`config.mk`:
```
export PLATFORM = sky130hd
export DESIGN_NAME = fsp_serial_port
export DESIGN_NICKNAME = d
export VERILOG_FILES = /design/src/hdl/fsp_pkg.sv /design/src/hdl/fsp_serial_port.sv
export VERILOG_INCLUDE_DIRS = /design/src /design/src/hdl
export SDC_FILE = /design/constraint.sdc
export NUM_CORES = 1
export LEC_CHECK = 0
export BUFFER_PORTS_ARGS = -buffer_cell sky130_fd_sc_hd__buf_2
export CORE_ASPECT_RATIO = 2
export CORE_MARGIN = 2
export CORE_UTILIZATION = 60
export CTS_CLUSTER_DIAMETER = 80
export DETAILED_ROUTE_END_ITERATION = 16
export PLACE_DENSITY = 0.81
export SETUP_SLACK_MARGIN = 0.5
export SLEW_MARGIN = 20
export SYNTH_ARGS = -nofsm -noshare
export SYNTH_HDL_FRONTEND = slang
export SYNTH_SLANG_ARGS = --single-unit
```
`constraint.sdc`:
```
create_clock -name core_clk -period 11.8 [get_ports core_clk]
set_clock_uncertainty 0.1 [all_clocks]
set_input_delay 2.36 -clock core_clk [delete_from_list [all_inputs] [get_ports core_clk]]
set_output_delay 2.36 -clock core_clk [all_outputs]
set_load 0.005 [all_outputs]
```
`src/hdl/fsp_params.svh`:
```
// Register offsets, field positions, reset values and timing counts
`ifndef FSP_PARAMS_SVH
`define FSP_PARAMS_SVH
// ==========================================================
// Register offsets within the block window
`define FSP_BLOCK_BASE 32'h0000_4000
`define FSP_OFF_DATA 5'h00
`define FSP_OFF_IER 5'h01
`define FSP_OFF_IIR 5'h02
`define FSP_OFF_LCR 5'h03
`define FSP_OFF_MCR 5'h04
`define FSP_OFF_LSR 5'h05
`define FSP_OFF_MSR 5'h06
`define FSP_OFF_SCR 5'h07
`define FSP_OFF_CTL 5'h10
// ==========================================================
// Field positions
`define FSP_LCR_DIV_ACCESS 7
`define FSP_LCR_BREAK 6
`define FSP_LCR_STICK 5
`define FSP_LCR_EVEN 4
`define FSP_LCR_PAR_EN 3
`define FSP_LCR_STOP 2
`define FSP_MCR_AUX2 3
`define FSP_MCR_LOOP 4
`define FSP_FCR_EN 0
`define FSP_FCR_RX_CLR 1
`define FSP_FCR_TX_CLR 2
`define FSP_CTL_SRC 0
`define FSP_IER_RDA 0
`define FSP_IER_TX_HOLDING_EMPTY 1
`define FSP_IER_LS 2
// ==========================================================
// Reset values and identifiers
`define FSP_RST_BYTE 8'h00
`define FSP_RST_DIV 16'h0000
`define FSP_IID_LS 3'h3
`define FSP_IID_RDA 3'h2
`define FSP_IID_TO 3'h6
`define FSP_IID_TX_HOLDING_EMPTY 3'h1
`define FSP_IID_NONE 3'h0
// ==========================================================
// Timing and sizes
`define FSP_FIFO_DEPTH 16
`define FSP_TICKS_PER_BIT 16
`define FSP_TO_CHARS 4
`define FSP_TRIG0 5'd1
`define FSP_TRIG1 5'd4
`define FSP_TRIG2 5'd8
`define FSP_TRIG3 5'd14
`endif

```
`src/hdl/fsp_pkg.sv`:
```
// Types shared by the serial port design
package fsp_pkg;
   // ==========================================================
   // Register bus request
   typedef struct packed {
      logic rd;
      logic wr;
      logic [4:0] addr;
      logic [7:0] wdata;
   } fsp_bus_req_s;

   // ==========================================================
   // Serial engine states
   typedef enum logic [4:0] {
      FSP_IDLE = 5'b00001,
      FSP_START = 5'b00010,
      FSP_DATA = 5'b00100,
      FSP_PAR = 5'b01000,
      FSP_STOP = 5'b10000
   } fsp_state_e;

   // Received word with its line errors
   typedef struct packed {
      logic brk;
      logic fe;
      logic pe;
      logic [7:0] data;
   } fsp_rx_word_s;
endpackage

```
`src/hdl/fsp_serial_port.sv`:
```
// Serial port with FIFOs, baud generator and registers
`timescale 1ns/1ps
`include "fsp_params.svh"

// ==========================================================
// Synchronous FIFO with valid/ready on both sides
module fsp_fifo #(
   parameter int WIDTH = 8,
   parameter int DEPTH = 4
) (
   input wire logic core_clk, // Block clock
   input wire logic resetn, // Async reset, active low
   input wire logic clear, // Drop all contents
   input wire logic in_valid, // Write request
   input wire logic [WIDTH-1:0] in_data, // Write data
   output logic in_ready, // Room available
   output logic out_valid, // Data available
   output logic [WIDTH-1:0] out_data, // Head entry
   input wire logic out_ready, // Pop request
   output logic [$clog2(DEPTH+1)-1:0] level // Entries held
);
   localparam int AW = $clog2(DEPTH);
   localparam int CW = $clog2(DEPTH+1);
   logic [WIDTH-1:0] mem [DEPTH];
   logic [AW-1:0] wp_r;
   logic [AW-1:0] rp_r;
   logic [CW-1:0] cnt_r;
   wire push = in_valid && in_ready;
   wire pop = out_valid && out_ready;
   wire [AW-1:0] wp_nxt = (wp_r == AW'(DEPTH-1)) ? '0 : wp_r + 1'b1;
   wire [AW-1:0] rp_nxt = (rp_r == AW'(DEPTH-1)) ? '0 : rp_r + 1'b1;
   assign in_ready = cnt_r != CW'(DEPTH);
   assign out_valid = cnt_r != '0;
   assign out_data = mem[rp_r];
   assign level = cnt_r;
   always_ff @(posedge core_clk) begin
      if (push) begin
         mem[wp_r] <= in_data;
      end
   end
   always_ff @(posedge core_clk or negedge resetn) begin
      if (!resetn) begin
         wp_r <= '0;
         rp_r <= '0;
         cnt_r <= '0;
      end else if (clear) begin
         wp_r <= '0;
         rp_r <= '0;
         cnt_r <= '0;
      end else begin
         if (push) wp_r <= wp_nxt;
         if (pop) rp_r <= rp_nxt;
         cnt_r <= cnt_r + CW'(push) - CW'(pop);
      end
   end
endmodule // fsp_fifo

// Summary of operation
// Port control bit picks fast or slow baud source.
// Fast source: rates 50 to 115.2K baud.
// Slow source: rates 125K to 1000K baud.
// Start, 5 to 8 data, optional parity, 1/1.5/2 stops.
// Selected source divided by 16-bit divisor 1..65535.
// Interrupt output only while aux output two is set.
// Byte written to holding register or FIFO is framed, sent.
// Start, data LSB first, parity, stop; sixteen ticks per bit.
// Holding-empty interrupt when transmit store empties.
// FIFO mode buffers 16 TX bytes, sends until empty.
// Receiver samples at 16x; rejects pulses under two ticks.
// Received char to buffer/FIFO, first bit in bit 0; checked.
// Interrupts on data, timeout, parity, framing, line errors.
// FIFO mode holds 16 RX bytes; data interrupt at 1/4/8/14.
// Without power enable the block stays idle.
// Logic runs on core clock, apart from baud sources.
// Interrupt identify resets to bit 0 high, others low.
// Line state resets to bits 5 and 6 set; IRQ_ENABLE_REG and LINE_FORMAT reset zero.
// Interrupt output is a level, active high.
// Registers at 0x00 to 0x07 and port control at 0x10.
// Divisor access bit maps 0x00/0x01 to divisor low/high bytes.
// DMA mode select bit has no effect.
// FIFO-only status bits read zero in non-FIFO mode.
// Timeout after four idle character times with data held.
module fsp_serial_port
   import fsp_pkg::*;
(
   input wire logic core_clk, // Block clock
   input wire logic resetn, // Async reset, active low
   input wire logic dev_power_en, // Power enable from clock enables
   input wire logic baud_src_fast, // Fast baud source level
   input wire logic baud_src_slow, // Slow baud source level
   input wire fsp_bus_req_s bus_req, // Register request
   output logic [7:0] bus_rdata, // Read data, one cycle after rd
   output logic group_irq_four, // Interrupt request
   output logic serial_tx, // Serial transmit pin
   input wire logic serial_rx // Serial receive pin
);
   localparam int CW = $clog2(`FSP_FIFO_DEPTH+1);

   // ==========================================================
   // Registers
   logic [7:0] lcr_r, scr_r, rdata_r;
   logic [3:0] ier_r;
   logic [4:0] mcr_r;
   logic [15:0] div_r, div_cnt_r;
   logic src_sel_r, fifo_en_r, src_q_r, irq_r, pin_r;
   logic [1:0] trig_r;
   logic oe_r, pe_r, fe_r, bi_r, tx_holding_empty_r, tx_empty_q_r;
   logic [9:0] to_cnt_r;

   // ==========================================================
   // Register decode
   wire dla = lcr_r[`FSP_LCR_DIV_ACCESS];
   wire wr = bus_req.wr;
   wire rd = bus_req.rd;
   wire [4:0] a = bus_req.addr;
   wire [7:0] wd = bus_req.wdata;
   wire wr_thr = wr && a == `FSP_OFF_DATA && !dla;
   wire wr_dll = wr && a == `FSP_OFF_DATA && dla;
   wire wr_dlm = wr && a == `FSP_OFF_IER && dla;
   wire wr_ier = wr && a == `FSP_OFF_IER && !dla;
   wire wr_fcr = wr && a == `FSP_OFF_IIR;
   wire rd_rbr = rd && a == `FSP_OFF_DATA && !dla;
   wire rd_iir = rd && a == `FSP_OFF_IIR;
   wire rd_lsr = rd && a == `FSP_OFF_LSR;
   wire loop = mcr_r[`FSP_MCR_LOOP];
   wire [1:0] wl = lcr_r[1:0];
   wire pen = lcr_r[`FSP_LCR_PAR_EN];
   wire eps = lcr_r[`FSP_LCR_EVEN];
   wire stick = lcr_r[`FSP_LCR_STICK];
   wire [7:0] wmask = 8'hFF >> (2'd3 - wl);
   wire [2:0] last_bit = 3'd4 + {1'b0, wl};
   // Toggling FIFO enable flushes both FIFOs
   wire fen_chg = wr_fcr && (wd[`FSP_FCR_EN] != fifo_en_r);
   wire rx_clr = wr_fcr && (wd[`FSP_FCR_RX_CLR] || fen_chg);
   wire tx_clr = wr_fcr && (wd[`FSP_FCR_TX_CLR] || fen_chg);

   // ==========================================================
   // Baud generator
   // One tick per rising source edge seen by core clock
   wire src_lvl = src_sel_r ? baud_src_slow : baud_src_fast;
   wire src_tick = src_lvl && !src_q_r && dev_power_en;
   wire div_hit = div_r != '0 && div_cnt_r >= div_r - 16'h0001;
   wire tick = src_tick && div_hit;

   // ==========================================================
   // Transmit path
   fsp_state_e tx_st_r;
   logic [7:0] tx_sh_r;
   logic [2:0] tx_bit_r;
   logic [4:0] tx_cnt_r;
   logic tx_par_r;
   logic [7:0] txf_data;
   logic txf_valid, txf_in_ready;
   logic [CW-1:0] tx_lvl;
   // Non-FIFO mode: FIFO acts as one holding register
   wire thr_room = fifo_en_r ? txf_in_ready : tx_lvl == '0;
   wire tx_load = tx_st_r == FSP_IDLE && txf_valid && dev_power_en;
   wire [7:0] tx_byte = txf_data & wmask;
   wire tx_par_bit = stick ? !eps : (eps ? ^tx_byte : !(^tx_byte));
   wire [4:0] stop_end = !lcr_r[`FSP_LCR_STOP] ? 5'd15 :
                         (wl == 2'd0 ? 5'd23 : 5'd31);
   wire tx_bit_end = tick && tx_cnt_r == 5'd15;
   logic tx_ser;
   always_comb begin
      case (tx_st_r)
         FSP_START: tx_ser = 1'b0;
         FSP_DATA: tx_ser = tx_sh_r[0];
         FSP_PAR: tx_ser = tx_par_r;
         default: tx_ser = 1'b1;
      endcase
   end

   fsp_fifo #(.WIDTH(8), .DEPTH(`FSP_FIFO_DEPTH)) u_tx_fifo (
      .core_clk(core_clk),
      .resetn(resetn),
      .clear(tx_clr),
      .in_valid(wr_thr && thr_room),
      .in_data(wd),
      .in_ready(txf_in_ready),
      .out_valid(txf_valid),
      .out_data(txf_data),
      .out_ready(tx_load),
      .level(tx_lvl)
   );

   always_ff @(posedge core_clk or negedge resetn) begin
      if (!resetn) begin
         tx_st_r <= FSP_IDLE;
         tx_sh_r <= `FSP_RST_BYTE;
         tx_bit_r <= '0;
         tx_cnt_r <= '0;
         tx_par_r <= 1'b0;
      end else if (!dev_power_en) begin
         tx_st_r <= FSP_IDLE;
      end else begin
         if (tick) tx_cnt_r <= (tx_bit_end && tx_st_r != FSP_STOP) ? '0 : tx_cnt_r + 5'd1;
         case (tx_st_r)
            FSP_IDLE: begin
               if (tx_load) begin
                  tx_sh_r <= tx_byte;
                  tx_par_r <= tx_par_bit;
                  tx_cnt_r <= '0;
                  tx_st_r <= FSP_START;
               end
            end
            FSP_START: begin
               if (tx_bit_end) begin
                  tx_bit_r <= '0;
                  tx_st_r <= FSP_DATA;
               end
            end
            FSP_DATA: begin
               if (tx_bit_end) begin
                  tx_sh_r <= tx_sh_r >> 1;
                  tx_bit_r <= tx_bit_r + 3'd1;
                  if (tx_bit_r == last_bit) tx_st_r <= pen ? FSP_PAR : FSP_STOP;
               end
            end
            FSP_PAR: begin
               if (tx_bit_end) tx_st_r <= FSP_STOP;
            end
            FSP_STOP: begin
               if (tick && tx_cnt_r == stop_end) tx_st_r <= FSP_IDLE;
            end
            default: tx_st_r <= FSP_IDLE;
         endcase
      end
   end

   // ==========================================================
   // Receive path
   fsp_state_e rx_st_r;
   logic rx_s1_r, rx_filt_r, rx_zero_r, rx_pe_r;
   logic [7:0] rx_sh_r;
   logic [2:0] rx_bit_r;
   logic [4:0] rx_cnt_r;
   fsp_rx_word_s rxf_data, rx_word;
   logic rxf_valid, rxf_in_ready;
   logic [CW-1:0] rx_lvl;
   // Loopback feeds transmit stream back in
   wire rx_in = loop ? tx_ser : serial_rx;
   wire rx_mid = tick && rx_cnt_r == 5'd15;
   wire [7:0] rx_data = rx_sh_r >> (2'd3 - wl);
   wire rx_par_exp = stick ? !eps : (eps ? ^rx_data : !(^rx_data));
   wire rx_push = rx_st_r == FSP_STOP && rx_mid;
   wire rx_room = fifo_en_r ? rxf_in_ready : rx_lvl == '0;
   wire rx_pop = rd_rbr && rxf_valid;
   always_comb begin
      rx_word.data = rx_data;
      rx_word.pe = rx_pe_r;
      rx_word.fe = !rx_filt_r;
      rx_word.brk = rx_zero_r && !rx_filt_r;
   end

   fsp_fifo #(.WIDTH(11), .DEPTH(`FSP_FIFO_DEPTH)) u_rx_fifo (
      .core_clk(core_clk),
      .resetn(resetn),
      .clear(rx_clr),
      .in_valid(rx_push && rx_room),
      .in_data(rx_word),
      .in_ready(rxf_in_ready),
      .out_valid(rxf_valid),
      .out_data(rxf_data),
      .out_ready(rd_rbr),
      .level(rx_lvl)
   );

   always_ff @(posedge core_clk or negedge resetn) begin
      if (!resetn) begin
         rx_st_r <= FSP_IDLE;
         rx_s1_r <= 1'b1;
         rx_filt_r <= 1'b1;
         rx_sh_r <= `FSP_RST_BYTE;
         rx_bit_r <= '0;
         rx_cnt_r <= '0;
         rx_zero_r <= 1'b0;
         rx_pe_r <= 1'b0;
      end else if (!dev_power_en) begin
         rx_st_r <= FSP_IDLE;
      end else begin
         if (tick) begin
            rx_s1_r <= rx_in;
            // Level must hold two ticks to pass
            if (rx_in == rx_s1_r) rx_filt_r <= rx_in;
            rx_cnt_r <= rx_mid ? '0 : rx_cnt_r + 5'd1;
         end
         case (rx_st_r)
            FSP_IDLE: begin
               if (tick && !rx_filt_r) begin
                  rx_cnt_r <= '0;
                  rx_zero_r <= 1'b1;
                  rx_st_r <= FSP_START;
               end
            end
            FSP_START: begin
               if (tick && rx_cnt_r == 5'd7) begin
                  rx_cnt_r <= '0;
                  rx_bit_r <= '0;
                  rx_st_r <= rx_filt_r ? FSP_IDLE : FSP_DATA;
               end
            end
            FSP_DATA: begin
               if (rx_mid) begin
                  rx_sh_r <= {rx_filt_r, rx_sh_r[7:1]};
                  rx_zero_r <= rx_zero_r && !rx_filt_r;
                  rx_bit_r <= rx_bit_r + 3'd1;
                  if (rx_bit_r == last_bit) begin
                     rx_pe_r <= 1'b0;
                     rx_st_r <= pen ? FSP_PAR : FSP_STOP;
                  end
               end
            end
            FSP_PAR: begin
               if (rx_mid) begin
                  rx_pe_r <= rx_filt_r != rx_par_exp;
                  rx_zero_r <= rx_zero_r && !rx_filt_r;
                  rx_st_r <= FSP_STOP;
               end
            end
            FSP_STOP: begin
               if (rx_mid) rx_st_r <= FSP_IDLE;
            end
            default: rx_st_r <= FSP_IDLE;
         endcase
      end
   end

   // ==========================================================
   // Interrupt sources and identification
   wire [9:0] char_bits = 10'd7 + 10'(wl) + 10'(pen) + 10'(lcr_r[`FSP_LCR_STOP]);
   wire [9:0] to_limit = char_bits * 10'(`FSP_TO_CHARS * `FSP_TICKS_PER_BIT);
   wire to_hit = fifo_en_r && rx_lvl != '0 && to_cnt_r >= to_limit;
   wire [4:0] trig_lvl = trig_r == 2'd0 ? `FSP_TRIG0 : trig_r == 2'd1 ? `FSP_TRIG1 :
                         trig_r == 2'd2 ? `FSP_TRIG2 : `FSP_TRIG3;
   wire rda = fifo_en_r ? 5'(rx_lvl) >= trig_lvl : rx_lvl != '0;
   wire ls_irq = ier_r[`FSP_IER_LS] && (oe_r || pe_r || fe_r || bi_r);
   wire rda_irq = ier_r[`FSP_IER_RDA] && rda;
   wire to_irq = ier_r[`FSP_IER_RDA] && to_hit;
   wire tx_holding_empty_irq = ier_r[`FSP_IER_TX_HOLDING_EMPTY] && tx_holding_empty_r;
   wire [2:0] iid = ls_irq ? `FSP_IID_LS : rda_irq ? `FSP_IID_RDA :
                    to_irq ? `FSP_IID_TO : tx_holding_empty_irq ? `FSP_IID_TX_HOLDING_EMPTY : `FSP_IID_NONE;
   wire pend = ls_irq || rda_irq || to_irq || tx_holding_empty_irq;
   wire tx_empty = tx_lvl == '0;
   wire tx_holding_empty_set = (tx_empty && !tx_empty_q_r) ||
                   (wr_ier && wd[`FSP_IER_TX_HOLDING_EMPTY] && !ier_r[`FSP_IER_TX_HOLDING_EMPTY] && tx_empty);
   wire tx_holding_empty_clr = wr_thr || (rd_iir && iid == `FSP_IID_TX_HOLDING_EMPTY);
   wire rx_err = rx_push && (rx_word.pe || rx_word.fe || rx_word.brk);
   wire [7:0] irq_identify = {fifo_en_r, fifo_en_r, 2'b00, iid, !pend};
   wire [7:0] line_state = {fifo_en_r && (pe_r || fe_r || bi_r), tx_empty && tx_st_r == FSP_IDLE,
                     tx_empty, bi_r, fe_r, pe_r, oe_r, rxf_valid};
   wire [7:0] modem_state = loop ? {mcr_r[3], mcr_r[2], mcr_r[0], mcr_r[1], 4'h0} : 8'h00;

   // ==========================================================
   // Read selection
   logic [7:0] rd_mux;
   always_comb begin
      if (a == `FSP_OFF_DATA) begin
         rd_mux = dla ? div_r[7:0] : rxf_data.data;
      end else if (a == `FSP_OFF_IER) begin
         rd_mux = dla ? div_r[15:8] : {4'h0, ier_r};
      end else if (a == `FSP_OFF_IIR) begin
         rd_mux = irq_identify;
      end else if (a == `FSP_OFF_LCR) begin
         rd_mux = lcr_r;
      end else if (a == `FSP_OFF_MCR) begin
         rd_mux = {3'b000, mcr_r};
      end else if (a == `FSP_OFF_LSR) begin
         rd_mux = line_state;
      end else if (a == `FSP_OFF_MSR) begin
         rd_mux = modem_state;
      end else if (a == `FSP_OFF_SCR) begin
         rd_mux = scr_r;
      end else if (a == `FSP_OFF_CTL) begin
         rd_mux = {7'h00, src_sel_r};
      end else begin
         rd_mux = 8'h00;
      end
   end

   // ==========================================================
   // Register file and status
   always_ff @(posedge core_clk or negedge resetn) begin
      if (!resetn) begin
         lcr_r <= `FSP_RST_BYTE;
         ier_r <= '0;
         mcr_r <= '0;
         scr_r <= `FSP_RST_BYTE;
         div_r <= `FSP_RST_DIV;
         src_sel_r <= 1'b0;
         fifo_en_r <= 1'b0;
         trig_r <= 2'b00;
      end else begin
         if (wr && a == `FSP_OFF_LCR) lcr_r <= wd;
         if (wr_ier) ier_r <= wd[3:0];
         if (wr && a == `FSP_OFF_MCR) mcr_r <= wd[4:0];
         if (wr && a == `FSP_OFF_SCR) scr_r <= wd;
         if (wr && a == `FSP_OFF_CTL) src_sel_r <= wd[`FSP_CTL_SRC];
         if (wr_dll) div_r[7:0] <= wd;
         if (wr_dlm) div_r[15:8] <= wd;
         // DMA select bit is not stored
         if (wr_fcr) begin
            fifo_en_r <= wd[`FSP_FCR_EN];
            trig_r <= wd[7:6];
         end
      end
   end

   always_ff @(posedge core_clk or negedge resetn) begin
      if (!resetn) begin
         src_q_r <= 1'b0;
         div_cnt_r <= '0;
         oe_r <= 1'b0;
         pe_r <= 1'b0;
         fe_r <= 1'b0;
         bi_r <= 1'b0;
         tx_holding_empty_r <= 1'b0;
         tx_empty_q_r <= 1'b1;
         to_cnt_r <= '0;
         irq_r <= 1'b0;
         pin_r <= 1'b1;
         rdata_r <= `FSP_RST_BYTE;
      end else begin
         src_q_r <= src_lvl;
         if (tick) div_cnt_r <= '0;
         else if (src_tick) div_cnt_r <= div_cnt_r + 16'h0001;
         // Set beats read clear in one cycle
         oe_r <= (rx_push && !rx_room) || (oe_r && !rd_lsr);
         pe_r <= (rx_err && rx_word.pe) || (pe_r && !rd_lsr);
         fe_r <= (rx_err && rx_word.fe) || (fe_r && !rd_lsr);
         bi_r <= (rx_err && rx_word.brk) || (bi_r && !rd_lsr);
         tx_holding_empty_r <= tx_holding_empty_set || (tx_holding_empty_r && !tx_holding_empty_clr);
         tx_empty_q_r <= tx_empty;
         if (rx_push || rx_pop || rx_lvl == '0) to_cnt_r <= '0;
         else if (tick && !to_hit) to_cnt_r <= to_cnt_r + 10'd1;
         irq_r <= pend && mcr_r[`FSP_MCR_AUX2];
         // Loopback holds mark; break drives low
         pin_r <= loop ? 1'b1 : (lcr_r[`FSP_LCR_BREAK] ? 1'b0 : tx_ser);
         if (rd) rdata_r <= rd_mux;
      end
   end

   assign bus_rdata = rdata_r;
   assign group_irq_four = irq_r;
   assign serial_tx = pin_r;
endmodule // fsp_serial_port

```
# == Word-level counts from Yosys, hierarchy flattened ==
# Memories as Yosys holds them, arrays and structs flattened.
# Index checks and enable logic that the tools add are counted.
# Widths: inputs -> output; s select.
# word_totals
mem_bits_ro,0
input_bits,21
mem_bits_rw,304
latchBits,0
mem_count,2
elab_cells,354
output_inout_bits,10
reg_bits,161
# mem_list
memory,depth,width,rd,rd_ports_with_merged_regs,wr,line_no,source
u_rx_fifo.mem,16,11,1,0,1,fsp_serial_port.sv:24,logic [WIDTH-1:0] mem [DEPTH];
u_tx_fifo.mem,16,8,1,0,1,fsp_serial_port.sv:24,
# classes
mux,98
bitwise,1
eq_ne,58
n_div,0
n_lt_le_gt_ge,3
shift,2
n_addsub,20
mul,0
reduce_logical,130
# ops
operator,n
$mux 5,26
$mux 8,13
$logic_and 1x1->1,63
$mux 4,15
$pmux 5 s5,2
$eq 5x3->1 const B,7
$ne 3x3->1 const B,11
$mux 16,2
$mux 3,9
$mux 1,22
$reduce_bool 2->1,11
$logic_or 1x1->1,21
$eq 5x2->1 const B,4
$eq 5x4->1 const B,4
$mux 10,2
$add 16x1->16 const B,1
$add 4x1->4 const B,4
$eq 4x4->1 const B,4
$ge 16x16->1,1
$pmux 8 s2,1
$reduce_and 4->1,4
$reduce_bool 16->1,1
$reduce_xor 8->1,2
$sub 16x1->16 const B,1
other kinds (40),81

# == Longest topological paths before layout ==
# logic_depth
word_depth,15
mapped_depth,23
ltp_nobuf,23

# == Hierarchy ==
# A second synthesis with hierarchy kept.
# hier_totals
hier_cells,1668
hier_area_um2,22068.7
# modules_own_cells
module,n_inst,seq_area_each_um2,cells_per_inst,area_per_inst_um2
fsp_serial_port,1,3385.7,912,8445.6
fsp_fifo at u_rx_fifo,1,5610.4,421,7704.9
fsp_fifo at u_tx_fifo,1,4169.0,335,5918.2

# == Worst setup path before layout ==
# OpenSTA, ideal clock, no wires.
# synth_path
path_kind,input -> register
startpoint,in bus_req[12] in the netlist's numbering
endpoint,"reg u_rx_fifo.cnt_r[4], in the netlist u_rx_fifo.level[4]"
slack_ns,6.997
setup_time_ns,0.136
arrival_ns,4.567
stages,13
n_path_buf,0
t_required_ns,11.564
cell_sequence,nor3_2 nand2_1 nor3_2 ha_1 inv_1 ha_1 inv_1 fa_1 inv_1 a21oi_1 nor2_1 or3_1 a21oi_1
# synth_between
elab_chain_cells,6
word_cells_on_any_way,11
classes_between,add/sub: 1; eq/ne: 1; mux: 1; reduce/logical: 8
# synth_rtl
element,line_no,source
from (decl),fsp_serial_port.sv:91,"input wire fsp_bus_req_s bus_req,"
$logic_not 5->1 (no line) / $eq 5x2->1 (equally long branches),-,
$logic_and 1x1->1 (no line),-,
$logic_and 1x1->1 (on tied branches),"fsp_serial_port.sv:122, fsp_serial_port.sv:133",
$logic_and 1x1->1 / $logic_or 1x1->1 (equally long branches),"fsp_serial_port.sv:29, fsp_serial_port.sv:134",
$sub 5x1->5 / $logic_and 1x1->1 (equally long branches),"fsp_serial_port.sv:53, fsp_serial_port.sv:134",
$mux 5 (*),fsp_serial_port.sv:46,end else if (clear) begin
to (signal assigned),fsp_serial_port.sv:53,cnt_r <= cnt_r + CW'(push) - CW'(pop);
to (decl),fsp_serial_port.sv:27,logic [CW-1:0] cnt_r;
# Mark *: on every way between the ends. The rest lies on a longest branch, timed or not.
# A chain may end at the register's enable or synchronous reset.

# == Final worst setup path ==
# layout_path
startpoint,reg div_r[2]
endpoint,"reg u_rx_fifo.cnt_r[4], in the netlist u_rx_fifo.level[4]"
# layout_between
elab_chain_cells,11
word_cells_on_any_way,12
classes_between,add/sub: 3; order compare: 1; mux: 1; reduce/logical: 7
# layout_rtl
element,line_no,source
from (decl),fsp_serial_port.sv:104,"logic [15:0] div_r, div_cnt_r;"
from (signal assigned),fsp_serial_port.sv:388,div_r <= `FSP_RST_DIV;
from (signal assigned),fsp_serial_port.sv:398,if (wr_dll) div_r[7:0] <= wd;
$sub 16x1->16,fsp_serial_port.sv:142,wire div_hit = div_r != '0 && div_cnt_r >= div_r - 16'h0001;
$ge 16x16->1,fsp_serial_port.sv:142,
$logic_and 1x1->1 (*),fsp_serial_port.sv:142,
$logic_and 1x1->1 (*),fsp_serial_port.sv:143,wire tick = src_tick && div_hit;
$logic_and 1x1->1 (*),fsp_serial_port.sv:242,wire rx_mid = tick && rx_cnt_r == 5'd15;
$logic_and 1x1->1 (*),fsp_serial_port.sv:245,wire rx_push = rx_st_r == FSP_STOP && rx_mid;
$logic_and 1x1->1 (*),fsp_serial_port.sv:259,".in_valid(rx_push && rx_room),"
$logic_and 1x1->1 (*),fsp_serial_port.sv:28,wire push = in_valid && in_ready;
$add 5x1->5 (*),fsp_serial_port.sv:53,
$sub 5x1->5 (*),fsp_serial_port.sv:53,
$mux 5 (*),fsp_serial_port.sv:46,
# Marks and branches as above.

==> reports/metrics.csv <==
metric,value,unit
cts_buffers,36,
postRouteAntennaNets,0,
min_to,rx_sh_r[0],
final_common_cell,edfxtp_1,
syn_nets,1528,
fillers,2329,
yosysUniqueCellTypes,79,
irDropWorstVdd,0.0001336,V
ctsHoldBuffers,0,
rr_worst_depth,23,
drive_gt1_share,17.32,%
nNetsFinal,1551,
coreArea,32700,um^2
tightest_slew,1079,ps
avgSynthCellArea,13.69,um^2
reg2reg_to,u_rx_fifo.level[4],
status,completed,
ys_seq_area_share,59.31,%
stdcell_count,1927,
cts_resized,0,
drt_iter0_drc,735,
dr.pass1.iters,6,
clk_pin_slew,70,ps
finalWorstPathRequiredPeriod,5174,ps
cp_max_fo,13,
async_flop_share,38.61,%
power,4079,uW
max_slew_margin,27.50,%
clock_sinks,417,
grt.total_usage,28.56,%
grt-ovfl-total,0,
rows,94,
multi_input_area,7575,um^2
setup_slack,6626,ps
area_delta_synth_final,8.951,%
antenna_found_initial,0,
clk_latency,540,ps
rsz0062_at_grt,false,
setup_violations,0,
dp_hpwl,34.57,mm
place_congestion,0.9599,
crit_start,div_r[2],
synth-seq-cells,417,
die_h,260.7,um
ys_warn_count,0,
ff2ff_setup_slack,6630,ps
grt_first_pass_wirelength,73.69,mm
reg2reg_from,div_r[2],
drc,0,
regArea,11730,um^2
period_share,43.85,%
dp_slack,6195,ps
grt_max_degree,82,
worstPathArrival,5530,ps
h-tree-depth,2,
avgRoutedWirePerCell,25.03,um
worstSetupStartpointType,register,
min_path_type,register to register,
maxSlewViolCount,0,
post_cts_buffers,0,
synth_edf_count,256,
dp_cells,1861,
insertedDiodeCount,0,
synthCells,1444,
dieWidth,132.3,um
synth_area,19770,um^2
min_from,rx_sh_r[0],
die-area,34500,um^2
portBuffers,30,
maxCapViolCount,0,
wl,48.23,mm
vias,12330,
whs,407.1,ps
mostFrequentLayoutCells,"256 x edfxtp_1, 153 x dfrtp_1, 106 x nand2_1",
cts_tree,yes,
clockBufferDepth,3,
critical_path_class,register to register,
grt_pass1_vias,12910,
p_per_area,189.4,nW/um^2
worstSetupEndpointType,register,
whs_path_depth,1,
leakage,0.008428,uW
ys.flop_type,edfxtp_1,
fmax,193.3,MHz
root_buffer,clkbuf_16,
ios,31,
setup_tns,0,ps
crit_required,12160,ps
hold_violations,0,
start_util,60.45,%
vias_per_cell,6.400,
==> through the flow <==
stage               utilization [%]  instance area (um^2)
global placement              62.13                 20310
CTS                           65.81                 21520
detailed placement            62.13                 20310
global route                  65.87                 21540
finish                        65.87                 21540
floorplan                         -                 19770
==> worst max path at each step <==
stage,depth (start not counted),end
2_1_floorplan,13,u_rx_fifo.level[4]
3_3_place_gp,14,u_rx_fifo.level[4]
3_5_place_dp,7,u_tx_fifo.mem[3][1]
4_1_cts,23,u_rx_fifo.level[4]
5_1_grt,23,u_rx_fifo.level[4]
6_report,23,u_rx_fifo.level[4]
==> Yosys cell counts (25+ instances only) <==
cell      number  area, um^2
nor2_1       101       379.1
nand3_1       37       185.2
nand2_1      106       397.9
ha_1          60       750.7
mux4_2        60        1351
edfxtp_1     256        7687
clkbuf_1      31       116.4
inv_1         56       210.2
xnor2_1       37       324.1
dfrtp_1      155        3879
a21oi_1       54       270.3
nor3_1        25       125.1
mux2_2        65       732.0
mux2i_1       31       310.3
o21ai_0       55       275.3
==> registers in the layout, summed over array words and instances, names as in the netlist, 8 cells and up <==
signal,count
u_rx_fifo.mem,128
u_tx_fifo.mem,128
div_cnt_r,16
div_r,16
to_cnt_r,10
bus_rdata,8
lcr_r,8
rx_sh_r,8
scr_r,8
tx_sh_r,8
==> area by class of cell <==
class | count | area share, %
Timing Repair Buffer | 45 | 1.267
Inverter | 58 | 1.011
Clock buffer | 49 | 4.811
Tap cell | 432 | 2.510
Sequential cell | 417 | 54.45
Clock inverter | 17 | 0.7785
Multi-Input combinational cell | 909 | 35.17
==> kinds of logic after synthesis <==
logic type	Yosys count	synth area share, %
fa+ha+maj	63	4.102
compound gates	216	7.159
buf+inv	118	2.507
simple gates	397	10.01
xor+xnor	63	2.937
flops	417	59.31
mux	170	13.97
==> metal layers <==
metal / global-route usage (%) / wire [um] / vias up / part of all wire [%]
li1: - / - / 5489 / -
met1: 27.59 / 15100 / 6205 / 31
met2: 55.18 / 27170 / 453 / 56
met3: 3.127 / 1933 / 185 / 4.0
met4: 20.52 / 4030 / 0 / 8.4
met5: 0 / 0 / - / 0
==> critical path, stage by stage (launching register included) <==
cell	delay, ps
dfrtp_1	440
nor2_1	160
nand3_1	100
or3_1	360
nor4_1	510
nor2b_1	240
xnor2_1	140
ha_1	270
a21o_1	180
a21o_1	180
a21oi_1	120
o21ai_0	130
a21o_1	300
nand4_1	180
buf_4	220
inv_1	130
ha_1	210
inv_1	80
fa_1	200
inv_1	70
a21oi_1	210
nor2_1	80
or3_1	340
a21oi_1	160
==> report_power, final <==
| part | internal (uW) | total, uW | switching [uW] |
|---|---|---|---|
| Sequential | 1660 | 1800 | 142 |
| Combinational | 465 | 1070 | 601 |
| Clock | 686 | 1210 | 525 |
| Total | 2810 | 4080 | 1270 |
(Power assumes the default switching activity.)
